`config.mk`:
```
export PLATFORM = sky130hd
export DESIGN_NAME = seslg_top
export DESIGN_NICKNAME = d
export VERILOG_FILES = /design/src/seslg_pkg.sv /design/src/seslg_top.sv
export SDC_FILE = /design/constraint.sdc
export NUM_CORES = 1
export LEC_CHECK = 0
export ABC_AREA = 1
export BUFFER_PORTS_ARGS = -buffer_cell sky130_fd_sc_hd__buf_2
export CAP_MARGIN = 20
export CORE_MARGIN = 8
export CORE_UTILIZATION = 40
export DETAILED_ROUTE_END_ITERATION = 10
export GPL_TIMING_DRIVEN = 0
export PLACE_DENSITY_LB_ADDON = 0.25
export SLEW_MARGIN = 15
export SYNTH_ARGS = -nofsm -noshare
export SYNTH_HDL_FRONTEND = slang
export SYNTH_SLANG_ARGS = --single-unit
```
`constraint.sdc`:
```
create_clock -name clk -period 0.97 [get_ports clk]
set_input_delay 0.0485 -clock clk [delete_from_list [all_inputs] [get_ports clk]]
set_output_delay 0.0485 -clock clk [all_outputs]
set_load 0.005 [all_outputs]
```
`src/seslg_pkg.sv`:
```
// standard event status logic: bit positions, reset values, error register bit positions
// assumes an 8-bit status register fed by a command decoder elsewhere
package seslg_pkg;
  localparam int          SES_W        = 8;
  localparam int          BIT_PON      = 7;
  localparam int          BIT_URQ      = 6;
  localparam int          BIT_CME      = 5;
  localparam int          BIT_EXE      = 4;
  localparam int          BIT_DDE      = 3;
  localparam int          BIT_QYE      = 2;
  localparam int          BIT_RQC      = 1;
  localparam int          BIT_OPC      = 0;
  localparam int          STB_ESB      = 5;
  // error register bit positions
  localparam int          ERR_MSG_LEN  = 6;
  localparam int          ERR_HEADER   = 5;
  localparam int          ERR_FORMAT   = 4;
  localparam int          ERR_RANGE    = 3;
  localparam int          ERR_CANNOT   = 2;
  localparam int          ERR_SERIAL   = 1;
  localparam int          ERR_RAM      = 0;
  localparam logic [7:0]  SES_RST      = 8'h80;
  localparam logic [7:0]  ESE_RST      = 8'h00;
  localparam logic [7:0]  PARAM_RST    = 8'h00;
endpackage : seslg_pkg

```
`src/seslg_top.sv`:
```
// standard event status register, its enable mask and event summary bit
// assumes a command decoder giving one-cycle strobes on clk
`timescale 1ns/1ns
`default_nettype none

module seslg_top
  import seslg_pkg::*;
(
  input  wire logic                     clk,
  input  wire logic                     srst,
  input  wire logic                     cls_stb,
  input  wire logic                     ese_wr_stb,
  input  wire logic [seslg_pkg::SES_W-1:0] ese_wdata,
  input  wire logic                     ese_rd_stb,
  input  wire logic                     status_rd_stb,
  input  wire logic [7:0]               err_reg,
  input  wire logic                     queue_overflow,
  input  wire logic                     queue_empty_read,
  input  wire logic                     talk_before_rx_done,
  input  wire logic                     listen_before_tx_done,
  input  wire logic                     opc_cmd_stb,
  input  wire logic                     ops_idle,
  input  wire logic                     param_wr_stb,
  input  wire logic [7:0]               param_wdata,
  output logic [seslg_pkg::SES_W-1:0]   rdata_r,
  output logic                          rvalid_r,
  output logic [7:0]                    status_byte_esb_r,
  output logic                          clear_others_r,
  output logic [7:0]                    param_r
);
  import seslg_pkg::*;

  logic [7:0] ses_r;
  logic [7:0] ese_r;
  logic       opc_pend_r;
  logic       cme_src;
  logic       exe_src;
  logic       dde_src;
  logic       qye_evt;
  logic       opc_evt;
  logic [7:0] set_vec;
  logic [7:0] ses_nxt;
  logic [7:0] ese_nxt;

  assign cme_src = err_reg[ERR_MSG_LEN] | err_reg[ERR_HEADER]
                 | err_reg[ERR_FORMAT];
  assign exe_src = err_reg[ERR_RANGE] | err_reg[ERR_CANNOT];
  assign dde_src = err_reg[ERR_SERIAL] | err_reg[ERR_RAM];
  assign qye_evt = queue_overflow | queue_empty_read
                 | talk_before_rx_done | listen_before_tx_done;
  assign opc_evt = opc_pend_r & ops_idle;

  // mask seen by the summary on the same edge that stores it
  always_comb begin
    ese_nxt = ese_r;
    if (ese_wr_stb) begin
      ese_nxt = ese_wdata;
    end
  end

  always_comb begin
    set_vec          = 8'h00;
    set_vec[BIT_CME] = cme_src;
    set_vec[BIT_EXE] = exe_src;
    set_vec[BIT_QYE] = qye_evt;
    set_vec[BIT_OPC] = opc_evt;
    ses_nxt          = ses_r;
    if (cls_stb || status_rd_stb) begin
      ses_nxt = 8'h00;
    end
    ses_nxt          = ses_nxt | set_vec;  // new events win over clear
    ses_nxt[BIT_DDE] = dde_src;
    ses_nxt[BIT_URQ] = 1'b0;
    ses_nxt[BIT_RQC] = 1'b0;
  end

  always_ff @(posedge clk) begin
    if (srst) begin
      ses_r <= SES_RST;
    end else begin
      ses_r <= ses_nxt;
    end
  end

  always_ff @(posedge clk) begin
    if (srst) begin
      ese_r <= ESE_RST;
    end else if (ese_wr_stb) begin
      ese_r <= ese_wdata;
    end
  end

  always_ff @(posedge clk) begin
    if (srst) begin
      opc_pend_r <= 1'b0;
    end else if (opc_cmd_stb) begin
      opc_pend_r <= 1'b1;
    end else if (opc_evt) begin
      opc_pend_r <= 1'b0;
    end
  end

  // parameters are replaced only when no format or range error came in
  always_ff @(posedge clk) begin
    if (srst) begin
      param_r <= PARAM_RST;
    end else if (param_wr_stb && !err_reg[ERR_FORMAT]
                 && !err_reg[ERR_RANGE]) begin
      param_r <= param_wdata;
    end
  end

  always_ff @(posedge clk) begin
    if (srst) begin
      rdata_r  <= 8'h00;
      rvalid_r <= 1'b0;
    end else begin
      rvalid_r <= status_rd_stb | ese_rd_stb;
      if (status_rd_stb) begin
        rdata_r <= ses_r;
      end else if (ese_rd_stb) begin
        rdata_r <= ese_r;
      end
    end
  end

  always_ff @(posedge clk) begin
    if (srst) begin
      status_byte_esb_r <= 8'h00;
      clear_others_r    <= 1'b0;
    end else begin
      status_byte_esb_r          <= 8'h00;
      status_byte_esb_r[STB_ESB] <= |(ses_nxt & ese_nxt);
      clear_others_r             <= cls_stb;
    end
  end

  // checks on what this block drives
  a_read_clears: assert property (@(posedge clk) disable iff (srst)
    status_rd_stb && !(|set_vec) |=> (ses_r & 8'hF7) == 8'h00)
    else $error("status read did not clear");
  a_read_value: assert property (@(posedge clk) disable iff (srst)
    status_rd_stb |=> rvalid_r && rdata_r == $past(ses_r))
    else $error("status read value wrong");
  a_cls_clears: assert property (@(posedge clk) disable iff (srst)
    cls_stb && !(|set_vec)
    |=> (ses_r & 8'hF7) == 8'h00 && clear_others_r)
    else $error("clear status failed");
  a_ese_echo: assert property (@(posedge clk) disable iff (srst)
    ese_wr_stb ##1 ese_rd_stb && !status_rd_stb
    |=> rdata_r == $past(ese_wdata, 2))
    else $error("enable mask echo wrong");
  a_ese_store: assert property (@(posedge clk) disable iff (srst)
    ese_wr_stb |=> ese_r == $past(ese_wdata))
    else $error("enable mask not stored");
  a_cme_set: assert property (@(posedge clk) disable iff (srst)
    cme_src |=> ses_r[BIT_CME])
    else $error("command error not set");
  a_exe_set: assert property (@(posedge clk) disable iff (srst)
    exe_src |=> ses_r[BIT_EXE])
    else $error("execution error not set");
  a_dde_follow: assert property (@(posedge clk) disable iff (srst)
    ##1 ses_r[BIT_DDE] == $past(dde_src))
    else $error("device error not following cause");
  a_qye_set: assert property (@(posedge clk) disable iff (srst)
    qye_evt |=> ses_r[BIT_QYE])
    else $error("query error not set");
  a_opc_set: assert property (@(posedge clk) disable iff (srst)
    opc_cmd_stb ##1 ops_idle |=> ses_r[BIT_OPC])
    else $error("operation complete not set");
  a_esb_value: assert property (@(posedge clk) disable iff (srst)
    ##1 status_byte_esb_r[STB_ESB] == |(ses_r & ese_r))
    else $error("summary bit wrong");
  a_esb_only: assert property (@(posedge clk) disable iff (srst)
    (status_byte_esb_r & 8'hDF) == 8'h00)
    else $error("status byte stray bits");
  a_unused_zero: assert property (@(posedge clk) disable iff (srst)
    !ses_r[BIT_URQ] && !ses_r[BIT_RQC])
    else $error("unused bits set");
  a_param_keep: assert property (@(posedge clk) disable iff (srst)
    param_wr_stb && (err_reg[ERR_FORMAT] || err_reg[ERR_RANGE])
    |=> $stable(param_r))
    else $error("bad parameters stored");
  a_param_take: assert property (@(posedge clk) disable iff (srst)
    param_wr_stb && !err_reg[ERR_FORMAT] && !err_reg[ERR_RANGE]
    |=> param_r == $past(param_wdata))
    else $error("good parameters not stored");
  a_rvalid_pulse: assert property (@(posedge clk) disable iff (srst)
    !status_rd_stb && !ese_rd_stb |=> !rvalid_r)
    else $error("answer valid without query");
  a_clear_pulse: assert property (@(posedge clk) disable iff (srst)
    !cls_stb |=> !clear_others_r)
    else $error("clear request without command");
  a_pon_reset: assert property (@(posedge clk)
    srst |=> ses_r[BIT_PON])
    else $error("power-on bit not set");

  c_status_read: cover property (@(posedge clk)
    status_rd_stb && ses_r != 8'h00);
  c_esb_rise: cover property (@(posedge clk)
    $rose(status_byte_esb_r[STB_ESB]));
  c_opc_done: cover property (@(posedge clk) opc_evt);
  c_cls_event: cover property (@(posedge clk) cls_stb && qye_evt);
  c_param_drop: cover property (@(posedge clk)
    param_wr_stb && err_reg[ERR_FORMAT]);
endmodule : seslg_top

`default_nettype wire

```
==> key figures, run 1 <==
Synthesis
  • Syn Inst Count: 188
  • Register area share after synthesis: just under 50%
  • Synth warn: 0
  • Distinct cells, synth: 19
  • Synth Area per Inst: roughly 7.4 µm²
  • Seq cells post-synth: 34
  • Synth Cell Area: around 1400 µm²

CTS
  • CTS tree: yes
  • CTS H-tree depth: 2
  • Clock Tree Root: clkbuf_4
  • CTS Buf Count: 5
  • Clock tree sinks: 34
  • Worst-Skew Late Latency: approximately 330 ps
  • Clk buf depth: 2
  • Hold-fix buffers, CTS: 20
  • Reg clk slew, reported paths: 100 ps

Drt
  • Drt pass-1 iters: 5
  • Drc violations: 0
  • Final ANT Viol Nets: 0
  • Post-DR wirelength/cell: approximately 11 µm
  • Final wirelength: 3.49 mm
  • Via Count: 1365
  • Iteration-0 DRC count of the detailed router: 73
  • Vias/cell: between 4 and 5

Critical path
  • Slowest CP cell: dlygate4sd3_1
  • Worst path max stage delay: 520 ps
  • Bufs and invs on worst path: 2
  • Crit Path Class: input port to flip-flop
  • Worst path required time: between 1000 and 1500 ps
  • Crit path DAT: ~1200 ps
  • Kind of start point of the critical path: input port
  • Critical path, cell by cell: dlygate4sd3_1 -> buf_2 -> nor2_2 -> nand2_1 -> nand2_1 -> nand3_2 -> nor2_2 -> nor2_1
  • Endpoint type of the worst setup path: flip-flop
  • Max FO, Critical Path: 2
  • Reg-to-Reg Start: ese_r[7]
  • Setup crit start: err_reg[2]
  • CP delay by family, top: buffers and inverters

Power
  • Logic pwr share: 15.6%
  • Leak Pwr: 1.05 nW
  • Flop pwr share: roughly half
  • Pwr Total: 2.98 mW
  • Sw frac: between 20% and 30%
  • Clock Power Share: 33.5%
  • VDD IR max: 0.819 mV
  • Pint: ~2.3 mW
  • Power Density: around 1500 nW/µm²
  • Psw: between 700 and 800 µW

GRT
  • Vias in the first global route: roughly 1300
  • Total congestion overflow: 0
  • Tot GR Track Use: 13.3%
  • First-pass GRT wire length: 5.60 mm
  • Initial antenna violation count: 0
  • Largest net degree at the start of global routing: 11

Finish
  • Layout Nets: between 300 and 400
  • Final instance area: between 2000 and 2500 µm²
  • Most frequent cells in the layout: 53 x buf_2, 46 x nor2_1, 35 x nand2_1
  • Layout cells sized above 1: between 20 and 30%
  • Layout area overhead: 45.3%
  • Total inserted antenna cells: 0
  • Most common cell after layout, fill and taps aside: buf_2

Timing
  • Final setup vio count: 0
  • Slew Viols, Final: 0
  • Hold slack: -2.86 ps
  • RSZ-0062 raised after global routing: true
  • Clock Skew: around 5.4 ps
  • Final min period: 962 ps
  • Fmax: around 1000 MHz
  • Count of final hold-check violations: 2
  • Final worst path period share: between 90% and 100%

Outcome
  • Run status: complete, but fails checks
  • Violated checks: negative hold slack

Die
  • Die area: 5610 µm²
  • Starting Density: 41.6%
  • CORE AREA: between 3000 and 4000 µm²
  • Die Ht: 74.9 µm
  • Number of top-level pins: 63
  • Die width: between 70 and 80 µm
  • Row cnt: 21

Placed design
  • Gpl congestion: 0.778
  • Post-DP Area: roughly 1700 µm²
  • Port Buf Inserts: 52
  • DP HPWL: about 2.5 mm

Job
  • # Max-Cap Violations: 0

Min path
  • Worst hold start: err_reg[3]
  • Hold Path Class: input port to flip-flop
[worst paths after layout]
kind	endpoint	slack [ps]	cells after the start
max	status_byte_esb_r[5]	8	8
min	ses_r[4]	-3	3
max reg2reg	status_byte_esb_r[5]	8	8
min reg2reg	param_r[3]	480	2
[cells by family after synthesis]
kind of cell | count (synthesis) | synth area share, %
flip-flops | 34 | 49.1
AND/OR/NAND/NOR | 90 | 26.2
other | 1 | 0.270
buffers and inverters | 34 | 12.6
AO/OA/AOI/OAI | 29 | 11.9
[through the flow]
| step | setup WS [ps] | utilization, % | hold WS [ps] | TNS (ps) | instances |
|---|---|---|---|---|---|
| finish | 8.23 | 60.4 | -2.86 | 0 | 319 |
| CTS | 10.5 | 60.0 | 2.96 | 0 | 320 |
| detailed placement | 34.8 | 51.8 | 265 | 0 | 292 |
| floorplan | 127 | - | 155 | 0 | 194 |
| global placement | 26.6 | 51.8 | 257 | 0 | 292 |
| global route | -39.5 | 60.4 | -10.2 | -39.5 | 319 |
[flip-flops by register name, summed over array words and instances, names as in the netlist]
| signal | cells |
|---|---|
| clear_others_r | 1 |
| ese_r | 8 |
| opc_pend_r | 1 |
| param_r | 8 |
| rdata_r | 8 |
| rvalid_r | 1 |
| ses_r | 6 |
| status_byte_esb_r | 1 |
[cell usage after synthesis]
cell | n | share of area (%)
a22oi_1 | 2 | 1.1
a31oi_1 | 2 | 0.90
nor2_2 | 1 | 0.45
nor2_1 | 49 | 13
o21ai_1 | 1 | 0.36
buf_4 | 8 | 4.3
nand2_2 | 1 | 0.45
buf_2 | 2 | 0.72
o211ai_1 | 2 | 1.1
o221ai_1 | 2 | 1.3
conb_1 | 1 | 0.27
nor2_8 | 1 | 1.4
buf_6 | 2 | 1.6
dfxtp_1 | 34 | 49
inv_1 | 22 | 6.0
o21ai_0 | 16 | 5.8
a21oi_1 | 4 | 1.4
nand3_1 | 3 | 1.1
nand2_1 | 35 | 9.5
[layout make-up]
cell class | instances | area (µm²)
buffer | 12 | 92.6
clock buffer | 7 | 45.0
clock inverter | 1 | 30.0
fill | 335 | 1320
inverter | 22 | 82.6
multi-input combinational | 126 | 572
sequential | 34 | 681
tap | 46 | 57.6
timing repair buffer | 71 | 455
[worst min-delay path: cells and delay by family]
| kind | cells | cell delay, ps |
|---|---|---|
| buf+inv | 1 | 90 |
| simple gates | 1 | 40 |
| compound gates | 1 | 120 |
[power groups by stage]
stage | registers [mW] | logic, mW | clock network [mW]
2_1_floorplan | 1.55 | 0.228 | 0
3_3_place_gp | 1.54 | 0.387 | 0
3_5_place_dp | 1.55 | 0.391 | 0
4_1_cts | 1.51 | 0.455 | 1.01
5_1_grt | 1.52 | 0.524 | 1.08
6_report | 1.52 | 0.465 | 1.00
[metal layers]
layer,wire (µm),up-vias,GRT usage (%)
met5,0,-,0
met4,83,0,7.39
met3,294,7,5.46
met2,1610,48,20.9
met1,1500,571,14.9
li1,-,739,-
[what timing repair did]
| item | CTS | global route |
|---|---|---|
| hold endpoints to repair | 19 | 1 |
| resized for setup | 0 | 8 |
| buffers inserted | 0 | 0 |
| endpoints found under the setup margin | 0 | 6 |
Note: power is estimated with default switching activity, not from simulation.
==> inputs of run 2 (changes only) <==
- SLEW_MARGIN: 15 -> default
- clock period: 0.97 -> 1 ns (I/O delays scaled with it)
==> key figures, run 2 (synthesis results as in run 1) <==
Min path
  • Hold depth: 3 (unchanged)
  • Hold Path Class: input port to flip-flop

Critical path
  • Worst reg2reg path depth: 8 (unchanged)
  • Worst path required time: 1230 ps (+30 ps)
  • Worst path most repeated cell: nor2_1
  • Slowest CP cell: dlygate4sd3_1
  • Critical path, cell by cell: dlygate4sd3_1 -> buf_2 -> nor2_4 -> nor2_1 -> nor2_1 -> nand2_1 -> nor2_2 -> nor2_1
  • Crit path DAT: 1240 ps (+50 ps)
  • Crit Path Class: input port to flip-flop
  • Bufs and invs on worst path: 2 (unchanged)
  • Max FO, Critical Path: 2 (unchanged)
  • Kind of start point of the critical path: input port
  • Worst path max stage delay: 540 ps (+20 ps)
  • WP depth: 8 (unchanged)
  • Endpoint type of the worst setup path: flip-flop
  • CP delay by family, top: buffers and inverters

Drt
  • Final ANT Viol Nets: 0 (unchanged)
  • Drt pass-1 iters: 4 (-1)
  • Via Count: 1397 (+2.3%)
  • Vias/cell: 4.33 (+1.1%)
  • Final wirelength: 3.64 mm (+4.2%)
  • Iteration-0 DRC count of the detailed router: 71 (-2.7%)
  • Post-DR wirelength/cell: 11.3 µm (+3.0%)
  • Drc violations: 0 (unchanged)

CTS
  • Reg clk slew, reported paths: 100 ps (about the same)
  • CTS tree: yes
  • Worst-Skew Late Latency: 330 ps (about the same)
  • Clock Tree Root: clkbuf_4
  • CTS H-tree depth: 2 (unchanged)
  • CTS Buf Count: 5 (unchanged)
  • Clock tree sinks: 34 (unchanged)
  • Clk buf depth: 2 (unchanged)

Die
  • CORE AREA: 3340 µm² (unchanged)
  • Number of top-level pins: 63 (unchanged)
  • Row cnt: 21 (unchanged)
  • Die width: 74.9 µm (unchanged)
  • Starting Density: 41.6% (unchanged)
  • Die Ht: 74.9 µm (unchanged)
  • Die area: 5610 µm² (unchanged)

Outcome
  • Violated checks: negative setup slack
  • Run status: complete, but fails checks

Timing
  • Count of final hold-check violations: 0 (-2)
  • Final worst path period share: 101%
  • Slew Viols, Final: 0 (unchanged)
  • Setup_tns: -13.6 ps (-13.6 ps)
  • Final min period: about 1000 ps
  • Fmax: a little under 1000 MHz
  • Min setup slack post-route: -13.6 ps (-21.8 ps)
  • Clock Skew: 4.56 ps (-0.868 ps)
  • RSZ-0062 raised after global routing: true
  • Final setup vio count: 1 (+1)
  • Hold slack: 0.118 ps (+2.98 ps)

GRT
  • First-pass GRT wire length: 5.55 mm (-0.98%)
  • Initial antenna violation count: 0 (unchanged)
  • Largest net degree at the start of global routing: 11 (unchanged)
  • Total congestion overflow: 0 (unchanged)
  • Tot GR Track Use: 13.2% (-0.082 points)
  • Vias in the first global route: 1270 (-1.2%)

Finish
  • Layout cells sized above 1: 31.4% (+2.8 points)
  • FILL cells: 324 (-3.3%)
  • Most frequent cells in the layout: 53 x buf_2, 46 x nor2_1, 33 x dfxtp_1
  • Most common cell after layout, fill and taps aside: buf_2
  • Register area: 682 µm² (+0.18%)
  • Total inserted antenna cells: 0 (unchanged)
  • Biggest regs: ese_r (8), param_r (8), rdata_r (8)
  • Final instance area: 2080 µm² (+3.2%)
  • Layout Nets: 313 (+1.3%)
  • Area taken by multi-input logic gates: 597 µm² (+4.4%)
  • Layout area overhead: 50.0%

Placed design
  • Post-DP Area: 1730 µm² (unchanged)
  • Pre-CTS setup slack: 64.8 ps (+30.0 ps)
  • DP HPWL: 2.50 mm (unchanged)
  • Gpl congestion: 0.778 (unchanged)
  • Port Buf Inserts: 52 (unchanged)

Power
  • Power Density: 1400 nW/µm² (-5.0%)
  • VDD IR max: 0.809 mV (-1.2%)
  • Leak Pwr: 1.09 nW (+3.7%)
  • Pwr Total: 2.92 mW (-1.9%)

Job
  • # Max-Cap Violations: 0 (unchanged)
[run 2: changes by cell type in the layout (fill, tap and decap cells not counted)]
cell,previous run,this run
dfxtp_2,0,1
nor2_4,1,2
nor2_2,3,2
nand2_4,0,1
dlymetal6s4s_1,0,1
nand3_1,2,1
nand2_2,1,4
buf_6,2,3
nand2_1,35,31
buf_4,8,10
nand3_2,1,2
dfxtp_1,34,33
[run 2: stage by stage]
step           util, %  instances
3_3_place_gp      51.8        292
5_1_grt           62.4        323
3_5_place_dp      51.8        292
6_report          62.4        323
2_1_floorplan        -        194
4_1_cts           60.0        320
[run 2: power by group]
| part | total, mW | switching [mW] | internal, mW | leakage [nW] |
|---|---|---|---|---|
| clock network | 0.967 | 0.437 | 0.530 | 0.0395 |
| registers | 1.47 | 0.0366 | 1.44 | 0.282 |
| logic | 0.483 | 0.232 | 0.251 | 0.771 |
| total | 2.92 | 0.705 | 2.22 | 1.09 |
[run 2: layer usage]
| layer | vias up | GRT usage, % | part of all wire (%) |
|---|---|---|---|
| met5 | - | 0 | 0 |
| met4 | 0 | 7.39 | 2.3 |
| met3 | 9 | 5.46 | 7.4 |
| li1 | 746 | - | - |
| met1 | 601 | 14.9 | 43 |
| met2 | 41 | 20.6 | 47 |
[run 2: final timing paths]
path | startpoint | endpoint | slack, ps
setup / recovery | err_reg[0] | status_byte_esb_r[5] | -10
hold / removal | err_reg[3] | ses_r[4] | 0.1
setup reg to reg | ese_r[3] | status_byte_esb_r[5] | 0
hold reg to reg | ses_r[7] | ses_r[7] | 480
[run 2: area by class of cell]
type	count	area share, %
buffer	12	4.45
inverter	22	3.97
multi-input combinational	126	28.7
timing repair buffer	75	23.8
sequential	34	32.8
clock buffer	7	2.16
clock inverter	1	1.44
tap	46	2.77
[run 2: timing repair]
| action | CTS | global route |
|---|---|---|
| setup endpoints to repair | 0 | 3 |
| hold buffers | 20 | 1 |
| setup buffers | 0 | 2 |
| endpoints found under the hold margin | 19 | 1 |
| gates resized for setup | 0 | 19 |
[run 2: tightest hold or removal path, cell delays in order]
cell and delay, ps:
buf_2 90, nor2_2 40, a21oi_1 120
